`src/logic/ccf_pkg.sv`:
```
// package for the channel configuration field block
// assumes a 16-channel sequencer and a plain strobe register port
package ccf_pkg;
  // ---------------------------------------------------------------
  // register map
  // ---------------------------------------------------------------
  localparam int unsigned CCF_NUM_CH        = 16;
  localparam logic [7:0]  CCF_CH_BASE_OFF   = 8'h09;  // channel_config 0..15 at 0x09..0x18
  localparam logic [7:0]  CCF_STATUS_OFF    = 8'h20;
  localparam logic [7:0]  CCF_IRQ_CLR_OFF   = 8'h21;
  localparam logic [7:0]  CCF_IRQ_EN_OFF    = 8'h22;
  localparam logic [7:0]  CCF_MISC_OFF      = 8'h23;
  localparam logic [7:0]  CCF_LIMITS_OFF    = 8'h24;
  // ---------------------------------------------------------------
  // field layout of channel_config
  // ---------------------------------------------------------------
  localparam int unsigned CCF_CH_W          = 24;
  localparam int unsigned CCF_SETUP_LSB     = 20;
  localparam int unsigned CCF_SWITCH_BIT    = 19;
  localparam int unsigned CCF_THR_BIT       = 18;
  localparam int unsigned CCF_POS_SEL_LSB   = 13;
  localparam logic [23:0] CCF_CH0_RESET     = 24'h800100;
  localparam logic [23:0] CCF_CHN_RESET     = 24'h000100;
  localparam int unsigned CCF_MISC_PERMIT   = 0;
  // ---------------------------------------------------------------
  // positive input codes
  // ---------------------------------------------------------------
  localparam logic [4:0]  CCF_POS_LAST_PIN  = 5'h0d;
  localparam logic [4:0]  CCF_POS_AVDD_M    = 5'h15;
  localparam logic [4:0]  CCF_POS_IOVDD_M   = 5'h17;
  localparam logic [4:0]  CCF_POS_DREG_M    = 5'h1b;
  // interrupt status layout
  localparam int unsigned CCF_ST_LOW        = 0;
  localparam int unsigned CCF_ST_HIGH       = 1;
  localparam int unsigned CCF_ST_W          = 2;
endpackage : ccf_pkg

```
`src/logic/ccf_input_route.sv`:
```
// decoder for the positive input selector code
// assumes the caller supplies the active-channel condition on active_in, which gates every output
`timescale 1ns/1ps
module ccf_input_route
  import ccf_pkg::*;
(
  input  wire logic [4:0]  code_in,
  input  wire logic        active_in,
  output logic      [13:0] pin_sel_out,
  output logic      [2:0]  supply_tap_out
);
  // ---------------------------------------------------------------
  // one-hot routing, unused codes route nothing
  // ---------------------------------------------------------------
  genvar g;
  generate
    for (g = 0; g <= int'(CCF_POS_LAST_PIN); g++) begin : g_pin
      assign pin_sel_out[g] = active_in && (code_in == 5'(g));
    end
  endgenerate
  assign supply_tap_out[0] = active_in && (code_in == CCF_POS_AVDD_M);
  assign supply_tap_out[1] = active_in && (code_in == CCF_POS_IOVDD_M);
  assign supply_tap_out[2] = active_in && (code_in == CCF_POS_DREG_M);
endmodule : ccf_input_route

```
`src/logic/ccf_channel_config.sv`:
```
// per-channel configuration fields: setup select, power switch, threshold monitor, positive input
// assumes the sequencer reports the channel it converts and a result strobe, all on core_clk_in
//
// Local design decisions: the plain strobed port and the register addresses.
`timescale 1ns/1ps
module ccf_channel_config
  import ccf_pkg::*;
#(
  parameter int unsigned NUM_CH = CCF_NUM_CH,
  parameter int unsigned DATA_W = 24
) (
  input  wire logic              core_clk_in,
  input  wire logic              reset_n_in,
  input  wire logic [7:0]        reg_addr_in,
  input  wire logic [23:0]       reg_wdata_in,
  input  wire logic              reg_wr_in,
  input  wire logic              reg_rd_in,
  output logic      [23:0]       reg_rdata_out,
  input  wire logic              seq_busy_in,
  input  wire logic [3:0]        seq_channel_in,
  input  wire logic              result_valid_in,
  input  wire logic [DATA_W-1:0] result_data_in,
  input  wire logic              power_down_in,
  input  wire logic              standby_in,
  input  wire logic              fifo_enable_in,
  output logic      [2:0]        setup_select_out,
  output logic                   power_switch_pin_out,
  output logic      [13:0]       analog_input_pin_sel_out,
  output logic      [2:0]        supply_tap_sel_out,
  output logic                   limit_low_out,
  output logic                   limit_high_out,
  output logic                   irq_out
);
  // ---------------------------------------------------------------
  // reset release
  // ---------------------------------------------------------------
  // reset falls at once but rises only after two clean edges
  logic rst_meta_q;
  logic rst_n_q;
  always_ff @(posedge core_clk_in or negedge reset_n_in) begin
    if (!reset_n_in) begin
      rst_meta_q <= 1'b0;
      rst_n_q    <= 1'b0;
    end else begin
      rst_meta_q <= 1'b1;
      rst_n_q    <= rst_meta_q;
    end
  end

  // ---------------------------------------------------------------
  // function: field pickers
  // ---------------------------------------------------------------
  function automatic logic [2:0] ccf_setup_of(input logic [23:0] r);
    ccf_setup_of = r[CCF_SETUP_LSB +: 3];
  endfunction : ccf_setup_of

  function automatic logic [4:0] ccf_pos_sel_of(input logic [23:0] r);
    ccf_pos_sel_of = r[CCF_POS_SEL_LSB +: 5];
  endfunction : ccf_pos_sel_of

  // every single-register offset goes through this one compare; the channel range is decoded apart
  function automatic logic ccf_addr_is(input logic [7:0] a, input logic [7:0] off);
    ccf_addr_is = (a == off);
  endfunction : ccf_addr_is

  // ---------------------------------------------------------------
  // address decode
  // ---------------------------------------------------------------
  logic [23:0]         ch_q [NUM_CH];
  logic [CCF_ST_W-1:0] status_q;
  logic [CCF_ST_W-1:0] irq_en_q;
  logic                permit_q;
  logic [DATA_W-1:0]   low_limit_value_q;
  logic [DATA_W-1:0]   high_limit_value_q;

  wire logic [7:0] ch_idx   = reg_addr_in - CCF_CH_BASE_OFF;
  wire logic       ch_hit   = (reg_addr_in >= CCF_CH_BASE_OFF) &&
                              (ch_idx < 8'(NUM_CH));
  wire logic       st_hit   = ccf_addr_is(reg_addr_in, CCF_STATUS_OFF);
  wire logic       clr_hit  = ccf_addr_is(reg_addr_in, CCF_IRQ_CLR_OFF);
  wire logic       en_hit   = ccf_addr_is(reg_addr_in, CCF_IRQ_EN_OFF);
  wire logic       misc_hit = ccf_addr_is(reg_addr_in, CCF_MISC_OFF);
  wire logic       low_hit  = ccf_addr_is(reg_addr_in, CCF_LIMITS_OFF);
  wire logic       high_hit = ccf_addr_is(reg_addr_in, CCF_LIMITS_OFF + 8'h01);

  // ---------------------------------------------------------------
  // write strobes
  // ---------------------------------------------------------------
  wire logic       wr_ch    = reg_wr_in && ch_hit;
  wire logic       wr_clr   = reg_wr_in && clr_hit;
  wire logic       wr_en    = reg_wr_in && en_hit;
  wire logic       wr_misc  = reg_wr_in && misc_hit;
  wire logic       wr_low   = reg_wr_in && low_hit;
  wire logic       wr_high  = reg_wr_in && high_hit;

  // ---------------------------------------------------------------
  // channel registers
  // ---------------------------------------------------------------
  genvar g;
  generate
    for (g = 0; g < NUM_CH; g++) begin : g_ch
      always_ff @(posedge core_clk_in or negedge rst_n_q) begin
        if (!rst_n_q) begin
          ch_q[g] <= (g == 0) ? CCF_CH0_RESET : CCF_CHN_RESET;
        end else if (wr_ch && (ch_idx[3:0] == 4'(g))) begin
          ch_q[g] <= reg_wdata_in;
        end
      end
    end
  endgenerate

  // ---------------------------------------------------------------
  // control registers
  // ---------------------------------------------------------------
  // one short process per register keeps each write path on its own
  always_ff @(posedge core_clk_in or negedge rst_n_q) begin
    if (!rst_n_q) begin
      irq_en_q <= '0;
    end else if (wr_en) begin
      irq_en_q <= reg_wdata_in[CCF_ST_W-1:0];
    end
  end

  always_ff @(posedge core_clk_in or negedge rst_n_q) begin
    if (!rst_n_q) begin
      permit_q <= 1'b0;
    end else if (wr_misc) begin
      permit_q <= reg_wdata_in[CCF_MISC_PERMIT];
    end
  end

  always_ff @(posedge core_clk_in or negedge rst_n_q) begin
    if (!rst_n_q) begin
      low_limit_value_q <= '0;
    end else if (wr_low) begin
      low_limit_value_q <= reg_wdata_in[DATA_W-1:0];
    end
  end

  // an all-ones high limit keeps the above flag quiet until software sets it
  always_ff @(posedge core_clk_in or negedge rst_n_q) begin
    if (!rst_n_q) begin
      high_limit_value_q <= '1;
    end else if (wr_high) begin
      high_limit_value_q <= reg_wdata_in[DATA_W-1:0];
    end
  end

  // ---------------------------------------------------------------
  // active channel fields
  // ---------------------------------------------------------------
  wire logic [23:0] act_reg       = ch_q[seq_channel_in];
  wire logic        active        = seq_busy_in;
  wire logic [2:0]  setup_d       = ccf_setup_of(act_reg);
  wire logic        act_switch_en = act_reg[CCF_SWITCH_BIT];
  wire logic [4:0]  act_pos_sel   = ccf_pos_sel_of(act_reg);
  // standby without permit and power-down both force the switch open
  wire logic        switch_blocked = power_down_in ||
                                     (standby_in && !permit_q);
  wire logic        switch_d       = active && act_switch_en &&
                                     !switch_blocked;

  // ---------------------------------------------------------------
  // positive input routing
  // ---------------------------------------------------------------
  logic [13:0] pin_sel_d;
  logic [2:0]  tap_d;
  ccf_input_route u_route (
    .code_in        (act_pos_sel),
    .active_in      (active),
    .pin_sel_out    (pin_sel_d),
    .supply_tap_out (tap_d)
  );

  // ---------------------------------------------------------------
  // threshold monitor
  // ---------------------------------------------------------------
  wire logic res_ch_thr = ch_q[seq_channel_in][CCF_THR_BIT];
  wire logic monitor    = result_valid_in && res_ch_thr &&
                          fifo_enable_in;
  wire logic below      = monitor && (result_data_in < low_limit_value_q);
  wire logic above      = monitor && (result_data_in > high_limit_value_q);
  wire logic [CCF_ST_W-1:0] events = {above, below};
  wire logic [CCF_ST_W-1:0] clr    = wr_clr ? reg_wdata_in[CCF_ST_W-1:0] : '0;
  // set beats clear so an event in the clear cycle survives
  wire logic [CCF_ST_W-1:0] status_d = (status_q & ~clr) | events;

  // ---------------------------------------------------------------
  // read mux
  // ---------------------------------------------------------------
  // the clear offset has no source here, so it reads back as zero
  wire logic [23:0] ch_word   = ch_q[ch_idx[3:0]];
  wire logic [23:0] st_word   = 24'(status_q);
  wire logic [23:0] en_word   = 24'(irq_en_q);
  wire logic [23:0] misc_word = 24'(permit_q);
  wire logic [23:0] low_word  = 24'(low_limit_value_q);
  wire logic [23:0] high_word = 24'(high_limit_value_q);

  logic [23:0] rdata_d;
  always_comb begin
    rdata_d = 24'h000000;
    if (ch_hit) begin
      rdata_d = ch_word;
    end else if (st_hit) begin
      rdata_d = st_word;
    end else if (en_hit) begin
      rdata_d = en_word;
    end else if (misc_hit) begin
      rdata_d = misc_word;
    end else if (low_hit) begin
      rdata_d = low_word;
    end else if (high_hit) begin
      rdata_d = high_word;
    end
  end

  // data stand only in the cycle after the strobe, zero otherwise
  wire logic [23:0] rd_word_d = reg_rd_in ? rdata_d : 24'h000000;

  // ---------------------------------------------------------------
  // read data and status flops
  // ---------------------------------------------------------------
  always_ff @(posedge core_clk_in or negedge rst_n_q) begin
    if (!rst_n_q) begin
      reg_rdata_out <= 24'h000000;
    end else begin
      reg_rdata_out <= rd_word_d;
    end
  end

  always_ff @(posedge core_clk_in or negedge rst_n_q) begin
    if (!rst_n_q) begin
      status_q <= '0;
    end else begin
      status_q <= status_d;
    end
  end

  // ---------------------------------------------------------------
  // channel output flops
  // ---------------------------------------------------------------
  always_ff @(posedge core_clk_in or negedge rst_n_q) begin
    if (!rst_n_q) begin
      setup_select_out <= 3'h0;
    end else begin
      setup_select_out <= setup_d;
    end
  end

  always_ff @(posedge core_clk_in or negedge rst_n_q) begin
    if (!rst_n_q) begin
      power_switch_pin_out <= 1'b0;
    end else begin
      power_switch_pin_out <= switch_d;
    end
  end

  // pins and taps share one flop group so a code change never shows two routes
  always_ff @(posedge core_clk_in or negedge rst_n_q) begin
    if (!rst_n_q) begin
      analog_input_pin_sel_out <= 14'h0000;
      supply_tap_sel_out       <= 3'h0;
    end else begin
      analog_input_pin_sel_out <= pin_sel_d;
      supply_tap_sel_out       <= tap_d;
    end
  end

  // ---------------------------------------------------------------
  // monitor output flops
  // ---------------------------------------------------------------
  always_ff @(posedge core_clk_in or negedge rst_n_q) begin
    if (!rst_n_q) begin
      limit_low_out <= 1'b0;
    end else begin
      limit_low_out <= below;
    end
  end

  always_ff @(posedge core_clk_in or negedge rst_n_q) begin
    if (!rst_n_q) begin
      limit_high_out <= 1'b0;
    end else begin
      limit_high_out <= above;
    end
  end

  // level interrupt from the next status, so it rises with the status bit
  wire logic irq_d = |(status_d & irq_en_q);
  always_ff @(posedge core_clk_in or negedge rst_n_q) begin
    if (!rst_n_q) begin
      irq_out <= 1'b0;
    end else begin
      irq_out <= irq_d;
    end
  end
endmodule : ccf_channel_config

```
`config.mk`:
```
export PLATFORM = sky130hd
export DESIGN_NAME = ccf_channel_config
export DESIGN_NICKNAME = d
export VERILOG_FILES = /design/src/logic/ccf_pkg.sv /design/src/logic/ccf_input_route.sv /design/src/logic/ccf_channel_config.sv
export SDC_FILE = /design/constraint.sdc
export NUM_CORES = 1
export LEC_CHECK = 0
export BUFFER_PORTS_ARGS = -buffer_cell sky130_fd_sc_hd__buf_2
export CORE_MARGIN = 2
export CORE_UTILIZATION = 30
export CTS_BUF_LIST = sky130_fd_sc_hd__clkbuf_4 sky130_fd_sc_hd__clkbuf_8
export DETAILED_ROUTE_END_ITERATION = 8
export MAX_ROUTING_LAYER = met4
export PLACE_DENSITY = 0.52
export SETUP_SLACK_MARGIN = 0.4
export SLEW_MARGIN = 20
export SYNTH_ARGS = -nofsm -noshare
export SYNTH_HDL_FRONTEND = slang
export SYNTH_SLANG_ARGS = --single-unit
```
`constraint.sdc`:
```
create_clock -name core_clk_in -period 30 [get_ports core_clk_in]
set_input_delay 1.5 -clock core_clk_in [delete_from_list [all_inputs] [get_ports core_clk_in]]
set_output_delay 1.5 -clock core_clk_in [all_outputs]
set_load 0.005 [all_outputs]
```
Word-level counts from Yosys, hierarchy flattened
Index checks and enable logic that the tools add are counted.
{"block": "op_classes", "n_addsub": 1, "n_lt_le_gt_ge": 6, "eq_ne": 37, "n_mux": 14, "bitwise_logic": 6, "n_reduce_logical": 53}
{"op": "$mux W24", "count": 9}
{"op": "$bmux W24 S4", "count": 2}
{"op": "$eq A8 B6 Y1 const B", "count": 6}
{"op": "$logic_and A1 B1 Y1", "count": 47}
{"op": "$mux W23", "count": 2}
{"op": "$eq A4 B4 Y1 const B", "count": 8}
{"op": "$eq A5 B4 Y1 const B", "count": 6}
{"op": "$gt A24 B24 Y1", "count": 1}
{"op": "$lt A24 B24 Y1", "count": 1}
{"op": "$eq A5 B3 Y1 const B", "count": 4}
{"op": "$eq A4 B3 Y1 const B", "count": 4}
{"op": "$eq A5 B5 Y1 const B", "count": 3}
{"op": "$eq A5 B2 Y1 const B", "count": 2}
{"op": "$ge A5 B5 Y1 const B", "count": 2}
{"op": "$not A4 Y5", "count": 2}
{"op": "$eq A4 B2 Y1 const B", "count": 2}
{"op": "$ge A8 B4 Y1 const B", "count": 1}
{"op": "$lt A8 B5 Y1 const B", "count": 1}
{"op": "$sub A8 B4 Y8 const B", "count": 1}
{"op": "$eq A5 B1 Y1 const B", "count": 1}
{"op": "$logic_not A5 Y1", "count": 1}
{"op": "$and A2 B2 Y2", "count": 2}
{"op": "$eq A4 B1 Y1 const B", "count": 1}
{"op": "$logic_not A4 Y1", "count": 1}
{"op": "6 further kinds", "count": 7}
{"block": "word_totals", "register_bits": 487, "in_bits": 69, "out_inout_bits": 48}

Depth between registers and ports, before layout
Gate-level depths: netlist of run 1.
{"block": "logic_depth", "ltp_word": 10, "ltp_mapped": 14, "ltp_nobuf": 8}

Hierarchy
Synthesis of run 1 repeated with hierarchy kept, for this count alone.
{"block": "hier_totals", "cells_unflattened": 1645, "area_unflattened_um2": 24169.4}
{"mod": "ccf_channel_config", "n_inst": 1, "cells_per_inst": 1618, "area_each_um2": 24013.0, "seq_area_each_um2": 12238.0}
{"mod": "ccf_input_route", "n_inst": 1, "cells_per_inst": 27, "area_each_um2": 156.4, "seq_area_each_um2": 0.0}

Worst setup path before layout of run 1
Ideal clock, no wire load.
{"block": "synth_timing", "path_kind": "input to register", "startpoint": "input reg_addr_in[0]", "endpoint": "register reg_rdata_out[22]", "setup_time_ns": 0.132, "arrival_ns": 4.372, "path_slack_ns": 25.496, "stages": 13, "path_buffers": 6, "cell_sequence": "buf_2 -> buf_2 -> buf_2 -> inv_1 -> ha_1 -> clkbuf_1 -> clkbuf_1 -> clkbuf_1 -> mux4_2 -> mux2i_1 -> a21oi_1 -> a222oi_1 -> nor2_1"}
{"block": "synth_between", "elab_chain_cells": 8, "elab_cells_between_ends": 20, "cone_classes": "1 x add/sub; 2 x order compare; 5 x eq/ne; 10 x mux; 1 x bitwise; 1 x reduce/logical"}
{"item": "start, declared", "line_no": "ccf_channel_config.sv:14", "text": "input wire logic [7:0] reg_addr_in,"}
{"item": "parallel branches: the longest is 6 deep, another holds $sub A8 B4 Y8"}
{"item": "$mux W24 *", "line_no": "ccf_channel_config.sv:202", "text": "if (ch_hit) begin"}
{"item": "$mux W24 *", "line_no": "ccf_channel_config.sv:218", "text": "wire logic [23:0] rd_word_d = reg_rd_in ? rdata_d : 24'h000000;"}
{"item": "via rd_word_d[22]", "line_no": "ccf_channel_config.sv:218"}
{"item": "end signal, assigned", "line_no": "ccf_channel_config.sv:227", "text": "reg_rdata_out <= rd_word_d;"}
{"item": "end, declared", "line_no": "ccf_channel_config.sv:18", "text": "output logic [23:0] reg_rdata_out,"}
Mark *: on every way through the listed nets, which the timed path passes. The select of a mux whose other input is x is not followed.
A chain may end at the register's enable or synchronous reset.

Final worst setup path of run 1
{"block": "layout_timing", "startpoint": "input reg_addr_in[0]", "endpoint": "register ch_q[374] in the netlist's numbering"}
{"block": "layout_between", "elab_chain_cells": 5, "elab_cells_between_ends": 7, "cone_classes": "1 x add/sub; 2 x order compare; 4 x reduce/logical"}
{"item": "$sub A8 B4 Y8", "line_no": "ccf_channel_config.sv:76", "text": "wire logic [7:0] ch_idx = reg_addr_in - CCF_CH_BASE_OFF;"}
{"item": "$lt A8 B5 Y1", "line_no": "ccf_channel_config.sv:78", "text": "(ch_idx < 8'(NUM_CH));"}
{"item": "$logic_and A1 B1 Y1", "line_no": "ccf_channel_config.sv:77", "text": "wire logic ch_hit = (reg_addr_in >= CCF_CH_BASE_OFF) &&"}
{"item": "$logic_and A1 B1 Y1", "line_no": "ccf_channel_config.sv:89", "text": "wire logic wr_ch = reg_wr_in && ch_hit;"}
{"item": "$logic_and A1 B1 Y1 *", "line_no": "ccf_channel_config.sv:105", "text": "end else if (wr_ch && (ch_idx[3:0] == 4'(g))) begin"}
{"item": "end signal, assigned by index", "line_no": "ccf_channel_config.sv:104", "text": "ch_q[g] <= (g == 0) ? CCF_CH0_RESET : CCF_CHN_RESET;"}
{"item": "end signal, assigned by index", "line_no": "ccf_channel_config.sv:106", "text": "ch_q[g] <= reg_wdata_in;"}
{"item": "end, declared", "line_no": "ccf_channel_config.sv:69", "text": "logic [23:0] ch_q [NUM_CH];"}
Mark *: on every way between the ends. The rest lies on a longest branch, timed or not.

==> results of run 1 <==
cell type report:
class / instances / area (um2)
diodes: 13 / 32.5
clock buffers: 143 / 1790
clock inverters: 15 / 87.6
fillers: 7731 / 52600
inverters: 56 / 210
multi-input cells: 1008 / 11200
flip-flops and latches: 487 / 12200
well taps: 1060 / 1330
repair buffers: 137 / 790
registers in the layout (all words and copies together) (netlist names), 2 cells and up:
name                      count
setup_select_out              3
reg_rdata_out                24
high_limit_value_q           24
low_limit_value_q            24
analog_input_pin_sel_out     14
supply_tap_sel_out            3
ch_q                        384
status_q                      2
irq_en_q                      2
power breakdown:
group          switching (uW)  total, uW  internal [uW]
sequential               21.7        716            694
combinational            89.3        162           72.6
clock                     282        658            376
layer usage:
layer / global-route usage / wire length (um)
met2: 0.266 / 32400
met1: 0.234 / 31100
met4: 0.0512 / 1450
met5: - / 0
met3: 0.0388 / 4270
through the flow:
stage	std cells	hold slack (ps)
floorplan	1679	331
global placement	2747	333
detailed placement	2747	346
CTS	2905	360
global route	2918	367
finish	2919	353
synth_stat cells (all sizes together) (4+ instances only):
cell type and number:
a211oi 5, a21oi 39, a222oi 23, and3 24
buf 71, clkbuf 57, dfrtp 446, dfstp 41
ha 52, inv 56, mux2 412, mux2i 27
mux4 144, nand2 94, nand2b 5, nand3 19
nand4 15, nor2 52, nor3 9, nor4 4
o21ai 34, or2 4
kinds of logic after synthesis:
| logic type | count (synthesis) | share of synthesized area |
|---|---|---|
| buffers and inverters | 184 | 0.0356 |
| other | 1 | 0.000155 |
| DFF | 487 | 0.505 |
| muxes | 583 | 0.343 |
| AOI/OAI and AO/OA | 122 | 0.0332 |
| adders and majority gates | 52 | 0.0269 |
| xor gates and xnor gates | 4 | 0.00176 |
| and+or+nand+nor | 246 | 0.0546 |
cell usage in the layout (no fill, tap or decap), types with 4 or more instances in the layout:
master / instances
nor4_1: 4
nand4_1: 12
diode_2: 13
clkbuf_4: 29
clkbuf_8: 114
nand2_1: 92
dfstp_2: 41
mux2_4: 40
nor2_1: 52
buf_2: 115
buf_4: 18
a222oi_1: 23
mux2i_1: 27
clkinv_2: 11
a21oi_1: 39
o21ai_0: 34
and3_1: 24
inv_1: 55
nand3_1: 12
nor3_1: 7
nand2b_1: 5
ha_1: 51
nand3_4: 4
a211oi_1: 4
dfrtp_1: 445
mux4_2: 144
mux2_2: 370
final timing paths:
path	end	slack [ps]	depth (start not counted)
setup / recovery	ch_q[374]	24710	10
min in group asynchronous	supply_tap_sel_out[0]	430	0
max in group asynchronous	limit_low_out	27170	3
setup reg to reg	irq_out	26960	8
hold / removal	rst_n_q	350	0
hold reg to reg	rst_n_q	350	0
worst max-delay path, cell delays in order:
cell	delay (ps)
buf_6	600
inv_1	260
ha_1	410
nor2b_1	210
nor4_1	270
o21bai_1	160
a211oi_4	200
buf_4	600
nand4_2	950
mux2_2	590
==> metrics.txt, run 1 <==
outcome=completed; Area growth syn-to-layout=14.2%; post-route ant nets=0; clock tree from TritonCTS=yes; clk_skew=30.1 ps; core region area=80300 um2; Critical Path Start Type=primary input; Post-CTS Setup Bufs=0; pwr/cell area=55.5 nW/um2; final worst path period share=0.176; maximum VDD drop=27.0 uV; fin area=27700 um2; vias in the first global route=15900; Setup WS post-layout=24710 ps; standby leakage power=0.0131 uW; Hold Violations, Final=0; PnR Total Power=1540 uW; predominant post-synthesis flop cell=dfrtp_1; Setup Viol. Count Final=0; vias=15000; fin crit period=5290 ps; Syn Inst Count=1679; Yosys cell types=66; YS warnings=0; CTS Sinks=487; Final HPWL DP=42500 um; Post-synth EDFFs=0; Post-Place Cell Area=25700 um2; die span in x=288 um; fin. max-slew vios=0; root buffer cell=clkbuf_8; RSZ-0062 raised after global routing=false; largest net degree at the start of global routing=182; pre-CTS setup slack=23960 ps; post-cts gate resize count=0; die area=83000 um2; num rows=104; CP Max Fanout=58; Slew headroom=0.277; asr flop ratio synth=1.00; DRC marker count from the first detailed-route iteration=1055; RD Place Congestion=0.807; fmax=0.189 GHz; Seq/Total Area, Yosys=0.505; Total Routing Usage GR=0.175; Mapped Avg Cell Area=14.4 um2; HP Class=reg -> reg; critical path data arrival time=5830 ps; NumNets Final=1896; Skew-Pair Late Insertion Delay=680 ps; drt wl/cell=23.7 um; syn nets=1800; largest area contributor in the netlist=dfrtp_1; TNS Setup=0 ps; nature of the critical path endpoint=flop; HP Start=rst_meta_q; Longest Clk Path Bufs=3; share of cells above drive strength 1=0.497; FF+latch count, synth=487; worst-margin pin slew=1070 ps; Util after Layout=0.345; critical path launch point=reg_addr_in[0]; Total Wirelength=69200 um; I/O pins=117; Die Y=288 um; Clock Pin Slew Worst Setup and Hold Paths=60 ps; number of max-cap violations=0; dominant cells by area after synthesis=dfrtp_1 (46%), mux2_2 (17%), mux4_2 (13%), dfstp_2 (4.4%), ha_1 (2.7%); port buffer count=116; Initial Util=0.302; hold buffer count at CTS=0; critical path class=in -> reg; WP data required=30540 ps; reg2reg start=high_limit_value_q[23]; H-Tree Depth=3; Pre-Repair DR Iteration Count=6; top-area cell type share of the netlist area=0.461; Cell Area, Synth=24200 um2; initial antenna violation count=15; number of CTS-inserted buffers=85; DR vias/cell=5.13; total grt overflow=0; detailed-route DRC error count=0; first-pass GRT wire length=105000 um
Power figures use the tool's default switching activity.
==> run 2, diff against run 1 <==
Settings changed: ABC_AREA from default to 1.
Clock period 30 ns to 5.52 ns, I/O delays scaled along.
==> run 2 against run 1 <==
  * Flip-flop and latch count stayed put
  * Synthesized area is 1.4% higher
  * Routed wire length is 17% higher
  * Combinational power grew to 7.5 times the previous value
  * Clock-buffer cell count is 1 higher
  * First-iteration DRC count is 62% higher
  * Final cell count is 46% higher
  * Critical path depth is 1 lower
  * Largest power group unchanged
==> metrics.txt, run 2 <==
detailed-route DRC error count=0; Setup WS post-layout=2300 ps; number of CTS-inserted buffers=84; Slew headroom=0.275; top post-synthesis cells by count=nand2_1 (738), o21ai_0 (464), dfrtp_1 (446); FF+latch count, synth=487; I/O pins=117; post-route ant nets=0; CTS Sinks=487; post-cts gate resize count=0; leading cell types in the layout, fill and taps excluded=nand2_1 (738), o21ai_0 (464), dfrtp_1 (445); RSZ-0062 raised after global routing=false; core region area=80800 um2; TNS Setup=0 ps; first-pass GRT wire length=125000 um; Skew-Pair Late Insertion Delay=690 ps; Initial Util=0.304; Critical Path Start Type=primary input; Longest Clk Path Bufs=3; Die Y=290 um; vias=21000; dominant cells by area after synthesis=dfrtp_1 (45%), nand2_1 (11%), o21ai_0 (9.5%), a21oi_1 (4.9%), o21ai_1 (4.5%); initial antenna violation count=1; root buffer cell=clkbuf_8; top-count cell post-synth=nand2_1; clk_skew=33.5 ps; die span in x=290 um; Area growth syn-to-layout=13.3%; Cell Area, Synth=24600 um2; final worst path period share=0.583; pwr/cell area=313 nW/um2; nature of the critical path endpoint=flop; pre-CTS setup slack=1560 ps; HP Class=in -> reg; most common cell after layout, fill and taps aside=nand2_1; NumNets Final=3261; WP data required=6070 ps; RD Place Congestion=0.817; fin. max-slew vios=0; Post-synth EDFFs=0; Setup Viol. Count Final=0; predominant post-synthesis flop cell=dfrtp_1; share of cells above drive strength 1=0.122; total grt overflow=0; Mapped Avg Cell Area=7.95 um2; max reg flops=384; Biggest register=ch_q; largest area contributor in the netlist=dfrtp_1; critical path data arrival time=3770 ps; standby leakage power=0.0127 uW; outcome=completed; num rows=104; Syn Inst Count=3090; Seq/Total Area, Yosys=0.498; Final HPWL DP=51300 um; die area=84200 um2; largest net degree at the start of global routing=104; drt wl/cell=18.9 um; Total Routing Usage GR=0.196; fin crit period=3220 ps; Fillers=8539; top-area cell type share of the netlist area=0.454; Pre-Repair DR Iteration Count=7; critical path class=in -> reg; H-Tree Depth=3; maximum VDD drop=174 uV; vias in the first global route=19800; CP Max Fanout=66; YS warnings=0; DR vias/cell=4.92; Hold Violations, Final=0; worst-margin pin slew=1090 ps; fmax=0.310 GHz; asr flop ratio synth=1.00; DRC marker count from the first detailed-route iteration=1710; Yosys cell types=45; clock tree from TritonCTS=yes; port buffer count=116; syn nets=3211; Total Wirelength=80800 um; number of max-cap violations=0; Clock Pin Slew Worst Setup and Hold Paths=60 ps
[run 2: final cells by class]
| type | instances | area, um2 | share of cell area |
|---|---|---|---|
| sequential | 487 | 12200 | 0.440 |
| clock buffer | 144 | 1700 | 0.0611 |
| timing repair buffer | 192 | 1300 | 0.0467 |
| tap | 1060 | 1330 | 0.0476 |
| multi-input combinational | 2101 | 10200 | 0.365 |
| inverter | 274 | 1040 | 0.0372 |
| antenna | 1 | 2.50 | 0.0000899 |
| clock inverter | 13 | 78.8 | 0.00283 |
[run 2: cells by family (layout without fill, tap and decap cells)]
family | Yosys count | count (layout) | share of synthesized area
simple gates | 1048 | 1048 | 0.173
fa+ha+maj | 52 | 52 | 0.0265
compound gates | 999 | 999 | 0.212
flops | 487 | 487 | 0.498
xor+xnor | 1 | 1 | 0.000357
buf+inv | 502 | 623 | 0.0898
other cells | 1 | 2 | 0.000153
[run 2: per-stage QoR]
stage	instances	util	power, uW	hold WS, ps	instance area, um2
5_1_grt	4272	0.345	9150	79.6	27800
6_report	4272	0.345	8720	32.0	27800
3_3_place_gp	4081	0.318	5250	92.8	25700
2_1_floorplan	3090	-	4830	-19.6	24600
3_5_place_dp	4082	0.318	5270	90.7	25700
4_1_cts	4271	0.344	8820	0.558	27800
[run 2: what timing repair did]
action,in CTS,in global routing
setup endpoints to repair,0,0
hold buffers,32,0
hold endpoints to repair,84,0
buffers inserted,0,0
[run 2: critical path, stage by stage]
cell and delay (ps):
buf_6 380, inv_6 340, ha_1 340, xnor2_1 260
nand2_1 90, buf_4 200, clkinv_1 440, nand3_2 930
o21ai_0 470
[run 2: path summary, 6_finish.rpt]
kind / from / to / slack (ps) / depth (start not counted)
min in group asynchronous: rst_n_q / ch_q[98] / 290 / 0
hold reg to reg: rst_n_q / ch_q[98] / 290 / 0
hold / removal: fifo_enable_in / limit_low_out / 30 / 5
setup reg to reg: high_limit_value_q[23] / irq_out / 3280 / 10
max in group asynchronous: rst_n_q / low_limit_value_q[12] / 3970 / 1
setup / recovery: reg_addr_in[0] / ch_q[340] / 2300 / 9
[run 2: metal layers]
layer,wire (um),GRT usage
met5,0,-
met4,2220,0.0612
met3,4140,0.0314
met2,36600,0.298
met1,37800,0.268
[run 2: power by group]
part / total (uW) / internal, uW / leakage [uW] / switching, uW
Sequential: 4010 / 3860 / 0.00625 / 149
Combinational: 1210 / 388 / 0.00546 / 826
Clock: 3500 / 1940 / 0.000968 / 1560
Total: 8720 / 6190 / 0.0127 / 2540
==> run 3, diff against run 2 <==
Clock period 5.52 ns to 3.2 ns, I/O delays scaled along.
==> run 3 against run 2 <==
  * Power grew 73%
  * First-iteration DRC count grew 3.8%
  * Design area grew 1.0%
  * Critical path type unchanged
==> metrics.txt, run 3 (synthesis results as in run 2) <==
Placed Instances=4104; largest incremental delay on the critical path=730 ps; Area growth syn-to-layout=14.5%; H-Tree Depth=3; first-pass GRT wire length=126000 um; outcome=completed; nature of the critical path endpoint=flop; fin crit period=2440 ps; CP Max Fanout=26; number of max-cap violations=0; pwr/cell area=538 nW/um2; number of CTS-inserted buffers=85; Final HPWL DP=52000 um; standby leakage power=0.0128 uW; reg2reg start=high_limit_value_q[23]; RD Place Congestion=0.820; R2R depth=10; Pre-Repair DR Iteration Count=6; leading cell types in the layout, fill and taps excluded=nand2_1 (738), o21ai_0 (464), dfrtp_1 (445); Clock Pin Slew Worst Setup and Hold Paths=60 ps; clock tree from TritonCTS=yes; Total Wirelength=81700 um; share of cells above drive strength 1=0.127; fin area=28100 um2; critical path data arrival time=2960 ps; Post-Place Cell Area=26000 um2; max reg flops=384; clk_skew=36.6 ps; total grt overflow=0; DR vias/cell=4.95; RSZ-0062 raised after global routing=false; Util after Layout=0.348; worst-margin pin slew=1020 ps; die span in x=290 um; num rows=104; Hold Violations, Final=0; TNS Setup=0 ps; fin. max-slew vios=0; WHS Endpoint=status_q[0]; CP max stage cell=clkinv_1; initial antenna violation count=5; DRC marker count from the first detailed-route iteration=1775; hold depth=6; vias in the first global route=20600; Die Y=290 um; Longest Clk Path Bufs=3; Total Routing Usage GR=0.199; detailed-route DRC error count=0; fin cells=4299; post-cts gate resize count=0; vias=21300; Setup Viol. Count Final=0; most common cell after layout, fill and taps aside=nand2_1; CTS Sinks=487; port buffer count=116; root buffer cell=clkbuf_8; maximum VDD drop=281 uV; Critical Path Start Type=primary input; R2R Setup Slk=940 ps; largest net degree at the start of global routing=174; Slew headroom=0.320; core region area=80800 um2; I/O pins=117; worst path cell trace=dlygate4sd3_1, buf_2, inv_2, nand3_2, nand2_2, nand2_2, nand2_1, clkinv_1, nand3_2, buf_4, o21ai_0; Skew-Pair Late Insertion Delay=710 ps; HP Class=in -> reg; Initial Util=0.304; fmax=0.410 GHz; Biggest register=ch_q; post-route ant nets=0; WP data required=3720 ps; Fillers=8567; final worst path period share=0.761; HP Start=reg_addr_in[5]; die area=84200 um2; NumNets Final=3287; FF-to-FF End=irq_out; drt wl/cell=19.0 um; critical path class=in -> reg
run 3: changes by cell type in the layout (fill, tap and decap cells not counted), moves of 3 or more:
cell and delta:
buf_12 +7, buf_4 +17, clkbuf_4 +3, clkinv_2 -7
diode_2 +4, dlygate4sd3_1 +3
run 3: critical path: cells and delay by family:
| kind | cells | cell delay (ps) |
|---|---|---|
| and+or+nand+nor | 5 | 710 |
| buffers and inverters | 5 | 1920 |
| AOI/OAI and AO/OA | 1 | 150 |
run 3: power by group:
group          switching, uW  total [uW]  internal [uW]
Combinational           1390        2080            694
Clock                   2710        6130           3420
Sequential               261        6920           6660
run 3: metal layers:
layer	up-vias	GRT usage	part of all wire
met4	0	0.0568	0.028
met5	-	-	0
li1	10300	-	-
met3	154	0.0334	0.052
met1	10200	0.264	0.46
met2	602	0.313	0.46
run 3: how the worst max path moves through the flow:
stage                              start                          end  slack, ps  depth (start not counted)
after floorplan                  rst_n_q  analog_input_pin_sel_out[0]      -1530                          0
after global placement    reg_addr_in[0]                      ch_q[6]        380                         12
after detailed placement  reg_addr_in[0]                      ch_q[6]        370                         12
after CTS                 reg_addr_in[2]                    ch_q[364]        860                         11
after global routing      reg_addr_in[2]                    ch_q[359]        650                         12
final                     reg_addr_in[2]                    ch_q[364]        760                         11
run 3: final cells by class:
class | instances | area, um2 | share of cell area
flip-flops and latches | 487 | 12200 | 0.435
multi-input cells | 2101 | 10200 | 0.361
clock buffers | 145 | 1700 | 0.0603
repair buffers | 217 | 1560 | 0.0555
well taps | 1060 | 1330 | 0.0472
inverters | 274 | 1040 | 0.0368
clock inverters | 10 | 103 | 0.00365
diodes | 5 | 12.5 | 0.000445
run 3: through the flow:
step	setup slack (ps)	hold WS (ps)	total power [uW]
detailed placement	372	-31.6	9080
finish	764	66.8	15100
floorplan	-1530	-136	8320
global route	647	70.6	15900
global placement	382	-31.3	9050
CTS	857	9.52	15300
run 3: timing repair:
| item | CTS | global route |
|---|---|---|
| setup buffers | 0 | 0 |
| setup endpoints to repair | 0 | 0 |
| endpoints found under the hold margin | 101 | 0 |
| hold buffers | 35 | 0 |
